File: src/jtag_decode_regs.svh
`ifndef JTAG_DECODE_REGS_SVH
`define JTAG_DECODE_REGS_SVH

`define IR_W 4
`define IDREG_W 32
`define BSR_LEN 16
`define IR_EXTEST 4'h0
`define IR_BYPASS 4'hf
`define IR_IDREAD 4'hb
`define IR_HIGHZ 4'h7
`define IR_CLAMP 4'h4
`define IR_SAMPLE 4'h8
`define IR_LOGIC_RESET 4'hc
`define IR_CAPTURE_PAT 2'h1
// arbitrary identity value, lsb set to mark the register as present
`define IDCODE_VAL 32'h0000_0001

`endif

File: src/jtag_decode_pkg.sv
package jtag_decode_pkg;
  typedef enum logic [15:0] {
    ST_RESET  = 16'h0001, ST_IDLE   = 16'h0002, ST_SEL_DR = 16'h0004,
    ST_CAP_DR = 16'h0008, ST_SH_DR  = 16'h0010, ST_EX1_DR = 16'h0020,
    ST_PA_DR  = 16'h0040, ST_EX2_DR = 16'h0080, ST_UP_DR  = 16'h0100,
    ST_SEL_IR = 16'h0200, ST_CAP_IR = 16'h0400, ST_SH_IR  = 16'h0800,
    ST_EX1_IR = 16'h1000, ST_PA_IR  = 16'h2000, ST_EX2_IR = 16'h4000,
    ST_UP_IR  = 16'h8000
  } tap_state_e;
endpackage : jtag_decode_pkg

File: src/pin_sync.sv
`timescale 1ns/1ps
// two-flop synchroniser for a group of pin inputs
module pin_sync #(
  parameter int W = 3
) (
  input wire logic clk,
  input wire logic resetn,
  input wire logic [W-1:0] d,
  output logic [W-1:0] q
);
  typedef struct packed {
    logic [W-1:0] meta;
    logic [W-1:0] sync;
  } sync_s;

  sync_s s_q;
  sync_s s_d;

  always_comb begin
    s_d.meta = d;
    s_d.sync = s_q.meta;
  end

  always_ff @(posedge clk or negedge resetn) begin
    if (!resetn) begin
      s_q <= '0;
    end else begin
      s_q <= s_d;
    end
  end

  // only the second stage leaves this module
  assign q = s_q.sync;
endmodule : pin_sync

File: src/jtag_instruction_decode.sv
`timescale 1ns/1ps
`include "jtag_decode_regs.svh"

module jtag_instruction_decode
(
  input wire logic clk,
  input wire logic resetn,
  input wire logic tck,
  input wire logic tms,
  input wire logic tdi,
  output logic tdo,
  output logic tdo_oe,
  input wire logic [`BSR_LEN-1:0] pin_ring_in,
  input wire logic [`BSR_LEN-1:0] core_out,
  input wire logic [`BSR_LEN-1:0] core_oe,
  output logic [`BSR_LEN-1:0] pad_out,
  output logic [`BSR_LEN-1:0] pad_oe,
  output logic core_reset_n,
  output logic [`IR_W-1:0] active_instr,
  output logic [15:0] tap_state
);
  import jtag_decode_pkg::*;

  typedef struct packed {
    tap_state_e st;
    logic tck_d;
    logic [`IR_W-1:0] ir_shift;
    logic [`IR_W-1:0] ir;
    logic skip;
    logic [`IDREG_W-1:0] identity_reg;
    logic [`BSR_LEN-1:0] pin_ring_chain;
    logic [`BSR_LEN-1:0] upd;
    logic tdo;
    logic tdo_oe;
    logic [`BSR_LEN-1:0] pad_out;
    logic [`BSR_LEN-1:0] pad_oe;
    logic core_rst_n;
  } state_s;

  state_s s_q;
  state_s s_d;
  logic [2:0] pins;
  logic rise;
  logic fall;
  logic sel_bsr;
  logic sel_id;
  logic so;
  logic sel_skip;
  logic drive_bnd;
  logic float_pads;
  logic hold_core;

  // ************************************************************
  // pin synchronisers
  // ************************************************************
  pin_sync #(.W(3)) u_sync (
    .clk(clk),
    .resetn(resetn),
    .d({tck, tms, tdi}),
    .q(pins)
  );

  assign rise = pins[2] & ~s_q.tck_d;
  assign fall = ~pins[2] & s_q.tck_d;

  // ************************************************************
  // instruction decode
  // ************************************************************
  always_comb begin
    sel_bsr = 1'b0;
    sel_id = 1'b0;
    sel_skip = 1'b0;
    drive_bnd = 1'b0;
    float_pads = 1'b0;
    hold_core = 1'b0;
    case (s_q.ir)
      `IR_EXTEST: begin
        sel_bsr = 1'b1;
        drive_bnd = 1'b1;
      end
      `IR_SAMPLE: begin
        sel_bsr = 1'b1;
      end
      `IR_IDREAD: begin
        sel_id = 1'b1;
      end
      `IR_BYPASS: begin
        sel_skip = 1'b1;
      end
      `IR_HIGHZ: begin
        sel_skip = 1'b1;
        float_pads = 1'b1;
      end
      `IR_CLAMP: begin
        sel_skip = 1'b1;
        drive_bnd = 1'b1;
      end
      `IR_LOGIC_RESET: begin
        sel_skip = 1'b1;
        hold_core = 1'b1;
      end
      default: begin
        // reserved codes fall back to the bypass bit, pads stay with the core
        sel_skip = 1'b1;
      end
    endcase
  end

  // ************************************************************
  // tap sequencing and scan registers
  // ************************************************************
  always_comb begin
    s_d = s_q;
    s_d.tck_d = pins[2];
    so = sel_bsr ? s_q.pin_ring_chain[0] : (sel_id ? s_q.identity_reg[0] : s_q.skip);
    if (rise) begin
      case (s_q.st)
        ST_RESET:  s_d.st = pins[1] ? ST_RESET : ST_IDLE;
        ST_IDLE:   s_d.st = pins[1] ? ST_SEL_DR : ST_IDLE;
        ST_SEL_DR: s_d.st = pins[1] ? ST_SEL_IR : ST_CAP_DR;
        ST_CAP_DR: s_d.st = pins[1] ? ST_EX1_DR : ST_SH_DR;
        ST_SH_DR:  s_d.st = pins[1] ? ST_EX1_DR : ST_SH_DR;
        ST_EX1_DR: s_d.st = pins[1] ? ST_UP_DR : ST_PA_DR;
        ST_PA_DR:  s_d.st = pins[1] ? ST_EX2_DR : ST_PA_DR;
        ST_EX2_DR: s_d.st = pins[1] ? ST_UP_DR : ST_SH_DR;
        ST_UP_DR:  s_d.st = pins[1] ? ST_SEL_DR : ST_IDLE;
        ST_SEL_IR: s_d.st = pins[1] ? ST_RESET : ST_CAP_IR;
        ST_CAP_IR: s_d.st = pins[1] ? ST_EX1_IR : ST_SH_IR;
        ST_SH_IR:  s_d.st = pins[1] ? ST_EX1_IR : ST_SH_IR;
        ST_EX1_IR: s_d.st = pins[1] ? ST_UP_IR : ST_PA_IR;
        ST_PA_IR:  s_d.st = pins[1] ? ST_EX2_IR : ST_PA_IR;
        ST_EX2_IR: s_d.st = pins[1] ? ST_UP_IR : ST_SH_IR;
        ST_UP_IR:  s_d.st = pins[1] ? ST_SEL_DR : ST_IDLE;
        default:   s_d.st = ST_RESET;
      endcase
      case (s_q.st)
        ST_CAP_IR: begin
          s_d.ir_shift = {s_q.ir_shift[`IR_W-1:2], `IR_CAPTURE_PAT};
        end
        ST_SH_IR: begin
          s_d.ir_shift = {pins[0], s_q.ir_shift[`IR_W-1:1]};
        end
        ST_UP_IR: begin
          s_d.ir = s_q.ir_shift;
        end
        ST_CAP_DR: begin
          if (sel_skip) begin
            s_d.skip = 1'b0;
          end
          if (sel_bsr) begin
            s_d.pin_ring_chain = pin_ring_in;
          end
          if (sel_id) begin
            s_d.identity_reg = `IDCODE_VAL;
          end
        end
        ST_SH_DR: begin
          s_d.skip = pins[0];
          if (sel_bsr) begin
            s_d.pin_ring_chain = {pins[0], s_q.pin_ring_chain[`BSR_LEN-1:1]};
          end
          if (sel_id) begin
            s_d.identity_reg = {pins[0], s_q.identity_reg[`IDREG_W-1:1]};
          end
        end
        ST_UP_DR: begin
          if (sel_bsr) begin
            s_d.upd = s_q.pin_ring_chain;
          end
        end
        default: begin
        end
      endcase
    end
    // test-logic-reset holds the identity-read code from the first clock on
    if (s_q.st == ST_RESET) begin
      s_d.ir = `IR_IDREAD;
    end
    if (fall) begin
      s_d.tdo_oe = (s_q.st == ST_SH_DR) || (s_q.st == ST_SH_IR);
      s_d.tdo = (s_q.st == ST_SH_IR) ? s_q.ir_shift[0] : so;
    end
    // output path: pass-through, boundary drive or float
    if (float_pads) begin
      s_d.pad_out = core_out;
      s_d.pad_oe = '0;
    end else if (drive_bnd) begin
      s_d.pad_out = s_q.upd;
      s_d.pad_oe = '1;
    end else begin
      s_d.pad_out = core_out;
      s_d.pad_oe = core_oe;
    end
    s_d.core_rst_n = !hold_core;
  end

  always_ff @(posedge clk or negedge resetn) begin
    if (!resetn) begin
      s_q <= '{st: ST_RESET, ir: `IR_IDREAD, core_rst_n: 1'b1, default: '0};
    end else begin
      s_q <= s_d;
    end
  end

  assign tdo = s_q.tdo;
  assign tdo_oe = s_q.tdo_oe;
  assign pad_out = s_q.pad_out;
  assign pad_oe = s_q.pad_oe;
  assign core_reset_n = s_q.core_rst_n;
  assign active_instr = s_q.ir;
  assign tap_state = s_q.st;
endmodule : jtag_instruction_decode

File: config.mk
export PLATFORM = sky130hd
export DESIGN_NAME = jtag_instruction_decode
export DESIGN_NICKNAME = d
export VERILOG_FILES = /design/src/jtag_decode_pkg.sv /design/src/pin_sync.sv /design/src/jtag_instruction_decode.sv
export VERILOG_INCLUDE_DIRS = /design/src /design/src/src
export SDC_FILE = /design/constraint.sdc
export NUM_CORES = 1
export LEC_CHECK = 0
export BUFFER_PORTS_ARGS = -buffer_cell sky130_fd_sc_hd__buf_2
export CORE_MARGIN = 3
export CORE_UTILIZATION = 30
export CTS_CLUSTER_DIAMETER = 30
export DETAILED_ROUTE_END_ITERATION = 8
export GPL_ROUTABILITY_DRIVEN = 0
export GPL_TIMING_DRIVEN = 0
export PLACE_DENSITY = 0.49
export REMOVE_ABC_BUFFERS = 1
export SLEW_MARGIN = 20
export SYNTH_ARGS = -nofsm -noshare
export SYNTH_HDL_FRONTEND = slang
export SYNTH_SLANG_ARGS = --single-unit
File: constraint.sdc
create_clock -name clk -period 3.3 [get_ports clk]
set_clock_uncertainty 0.1 [all_clocks]
set_input_delay 0.165 -clock clk [delete_from_list [all_inputs] [get_ports clk]]
set_output_delay 0.165 -clock clk [all_outputs]
set_load 0.03 [all_outputs]
== Yosys cells after proc, flatten, opt, wreduce, memory -nomap -nowiden ==
Cells that the tools add are included.
Widths: inputs -> output; s select.
Word-level totals
  register bits: 131
  bits in latches: 0
  bits in writable memories: 0
  ROM bits: 0
  input bits: 53
  output and inout port bits: 55
  word-level logic and storage cells: 102
  memories: 0
Operators by class
  $add $sub $neg: 0
  multipliers: 0
  div/mod/pow operators: 0
  $lt $le $gt $ge: 0
  eq/ne operators: 26
  shift operators: 0
  multiplexer cells: 35
  bitwise operators: 5
  reductions and logical operators: 20
Operators with widths (count)
  $pmux 16 s12: 1
  $mux 32: 4
  $pmux 49 s2: 1
  $mux 16: 6
  $mux 69: 1
  $mux 9: 2
  $eq 16x1->1 const B: 1
  $eq 16x10->1 const B: 1
  $eq 16x11->1 const B: 1
  $eq 16x12->1 const B: 1
  $eq 16x13->1 const B: 1
  $eq 16x14->1 const B: 1
  $eq 16x15->1 const B: 1
  $eq 16x16->1 const B: 1
  $eq 16x2->1 const B: 1
  $eq 16x3->1 const B: 1
  $eq 16x4->1 const B: 1
  $eq 16x5->1 const B: 1
  $eq 16x6->1 const B: 1
  $eq 16x7->1 const B: 1
  $eq 16x8->1 const B: 1
  $eq 16x9->1 const B: 1
  $mux 15: 1
  $mux 13: 1
  23 further kinds: 53

== Depth between registers and ports, before layout ==
  depth after elaboration: 7
  mapped depth: 9
  mapped depth without buffers: 5

== Modules after synthesis ==
From an unflattened synthesis, not the netlist that was laid out.
Second synthesis, totals
  cells, all modules: 571
  area total of the unflattened synthesis: 6109.6 um2
Modules (own cells, without submodules)
  jtag_instruction_decode: instances 1, cells each 565, area each 5959.5 um2
  pin_sync: instances 1, cells each 6, area each 150.1 um2

== Worst setup path after synthesis ==
No wires, ideal clock.
  kind: register to register
  start point: register s_q, in the netlist tap_state[5]
  end point: register s_q[40] in the netlist's numbering
  setup time: 125 ps
  data arrival time: 2202 ps
  data required time: 3075 ps
  path slack: 873 ps
  stages on the path, launching flop included: 8
  buffers on the path: 3
  clock period less this slack: 2427 ps
  cell sequence: dfrtp_1 -> buf_6 -> or4_1 -> buf_2 -> nor2_4 -> nor4b_4 -> buf_6 -> mux2_4
On the way
  longest elaborated chain between the ends: 2
Ends and longest elaborated chain
  from (decl): RTL line jtag_instruction_decode.sv:40  | state_s s_q;
  from (signal assigned): RTL line jtag_instruction_decode.sv:199  | s_q <= '{st: ST_RESET, ir: `IR_IDREAD, core_rst_n: 1'b1, default: '0};
  from (signal assigned): RTL line jtag_instruction_decode.sv:201  | s_q <= s_d;
  $eq 16x9->1: RTL line jtag_instruction_decode.sv:136  | case (s_q.st)
  $reduce_and 3->1 (no source line)
Every way passes these cells.
A chain may end at the register's enable or synchronous reset.

== Worst setup path after layout ==
  start point: register s_q, in the netlist tap_state[10]
  end point: register s_q[62] in the netlist's numbering
On the way
  longest elaborated chain between the ends: 3
  elaborated cells between the ends (all ways): 7
  classes of those cells: 4 x eq/ne; 1 x mux; 2 x reduce/logical
Ends and longest elaborated chain (RTL line)
  $eq 16x4->1 / $eq 16x5->1 (equally long branches): jtag_instruction_decode.sv:136
  $ne 2x2->1 (no source line) / $reduce_bool 2->1 (equally long branches)
  $reduce_and 4->1 (no source line)
Several ways; a longest one is shown, not always the timed one.

==> metrics.cfg <==
[run_status]
outcome=complete, no violations

[global_route]
overflow=0
grt_pass1_wl_mm=21.4
grt_start_max_net_pins=78
antenna_found_initial=0
grtUsageTotal=0.121
first_global_vias=4209

[timing]
min_period_over_period=0.895
worst_pin_slew_ps=782
relSlewSlack=0.477
fmax_mhz=339
rsz0062_at_grt=false
final.min_clock_period_ps=2950
setup_viol=0
fin_setup_tns_ps=0
setup_slack_ps=348
finalMaxSlewViolations=0
hold_violations=0

[logic_synthesis]
synth.ff_latch_count=131
ys_types=50
synth_most_common_cell=dfrtp_1
postSynth.asyncResetShare=1.00
synthCells=561
synth_top_area_cell=dfrtp_1
yosys_warnings=0
synth_top_area_share=0.519
synthTopCellsByArea=dfrtp_1, buf_4, nand2_1
synth_edf_count=0
synth-main-ff-cell=dfrtp_1
yosysSeqAreaShare=0.541
synth_common_cells=dfrtp_1, nand2_1, o21ai_0, buf_4, mux2_2
avgSynthCellArea_um2=10.8
netlist_area_um2=6070

[placed_design]
dpl.hpwl_mm=8.94
dpl_cell_area_um2=6520
portBuffers=107
place_ws_ps=316
numPlacedInstances=852

[floorplan]
die_y_um=148
io_pins=108
die_area_um2=22000
die_w_um=148
initial_utilization=0.309
fp-row-count=51
coreArea_um2=19700

[hold_path]
hp-class=input port to async pin

[power_and_ir_drop]
ir_drop_v=0.000361
power_mw=4.04
p_leak_nw=3.40
p_per_area_nw_per_um2=530

[detailed_routing]
drtAntennaViolNets=0
avgViaCountPerCell=4.53
drtIter0Drc=169
drt_pass1_iterations=5
wl_per_cell_um=13.9
drc=0
finalWirelength_mm=13.0
num_vias=4243

[clock_tree]
clk_latency_ps=410
cts_buffers=17
cts_sinks=131
htreeDepth=4
post-cts-setup-buffers=0
cts_tree=built
cts_buffer_depth=2
clk_pin_slew_worst_paths_ps=60
cts_root_buffer=clkbuf_16

[setup_path]
slowest_delay_ps=720
crit_fanout=18
worstPathArrival_ps=3170
cp_slowest_cell=nor4_1
cp-startpoint=tap_state[10]$_DFFE_PN0P_
path_cells=nor4_1 > and4_1 > nand4_1 > buf_8 > o21ai_0
criticalPathCategory=register to register
cp_top_family=simple AND/OR/NAND/NOR gates
cp_num_buf_inv=1
regToRegSetupSlack_ps=350
r2r-start=tap_state[10]$_DFFE_PN0P_
end_kind=register
worstSetupStartpointType=register
required_ps=3520

[final_layout]
drive_above_1_share=0.303
fin_area_um2=7630
finalNetCount=711
areaGrowthSynthToFinish_pct=25.7
fill_cells=1955
diodes=0
layoutNonFillerInstCount=936

[flow_run]
drv_cap=0

sequential cells by signal (all words and copies together), names as in the netlist:
register,flops
pad_oe,16
u_sync.q,3
s_q,70
pad_out,16
tdo_oe,1
tdo,1
tap_state,16
u_sync.s_d,3
active_instr,4
core_reset_n,1
layout by cell type (no fill, tap or decap), types with 10 or more instances in the layout:
master / count
buf_2: 106
clkbuf_16: 17
dfrtp_1: 126
dlygate4sd3_1: 52
mux2_2: 27
mux2_4: 10
mux2i_1: 23
nand2_1: 97
nor2_1: 11
o21a_1: 16
o21ai_0: 55
report_power, final:
group | internal, mW | total (mW) | leakage, nW | switching [mW]
clock network | 1.15 | 1.85 | 0.270 | 0.703
registers | 1.66 | 1.71 | 1.63 | 0.0538
logic | 0.192 | 0.481 | 1.50 | 0.289
total | 3.00 | 4.04 | 3.40 | 1.05
cell type report:
type | instances | area, µm² | area share
Inverter | 5 | 18.8 | 0.00246
Timing Repair Buffer | 170 | 1210 | 0.159
Tap cell | 265 | 332 | 0.0434
Multi-Input combinational cell | 333 | 2200 | 0.288
Sequential cell | 131 | 3280 | 0.430
Clock buffer | 20 | 457 | 0.0598
Clock inverter | 12 | 133 | 0.0174
path summary, 6_finish.rpt:
check                                         endpoint  depth (start not counted)
setup reg to reg                   s_q[62]$_DFFE_PN0P_                          5
hold reg to reg                  u_sync.q[1]$_DFF_PN0_                          0
min in group clk                 u_sync.q[1]$_DFF_PN0_                          0
max in group asynchronous  active_instr[3]$_DFFE_PN1P_                          3
hold / removal               tap_state[11]$_DFFE_PN0P_                          2
setup / recovery                   s_q[62]$_DFFE_PN0P_                          5
through the flow:
step | util | hold slack, ps
global route | 0.388 | 193
CTS | 0.388 | 172
floorplan | - | -231
global placement | 0.324 | 175
detailed placement | 0.332 | 14.1
finish | 0.388 | 147
kinds of logic (layout without fill, tap and decap cells):
| logic type | Yosys count | after routing | share of synthesized area |
|---|---|---|---|
| simple gates | 170 | 170 | 0.143 |
| compound gates | 94 | 94 | 0.0921 |
| mux | 60 | 60 | 0.113 |
| xor+xnor | 9 | 9 | 0.0130 |
| buf+inv | 97 | 207 | 0.0981 |
| flops | 131 | 131 | 0.541 |
layer usage:
| layer | track usage | routed length, µm | vias up |
|---|---|---|---|
| met5 | 0 | 0 | - |
| met3 | 0.0372 | 653 | 19 |
| met1 | 0.159 | 6010 | 2044 |
| li1 | - | - | 2071 |
| met2 | 0.193 | 6130 | 109 |
| met4 | 0.0356 | 183 | 0 |
timing repair:
item | 4_1_cts | 5_1_grt
endpoints found under the hold margin | 110 | 0
hold buffers | 52 | 0
endpoints found under the setup margin | 0 | 0
gates resized for setup | 0 | 0
(Power assumes the default switching activity.)
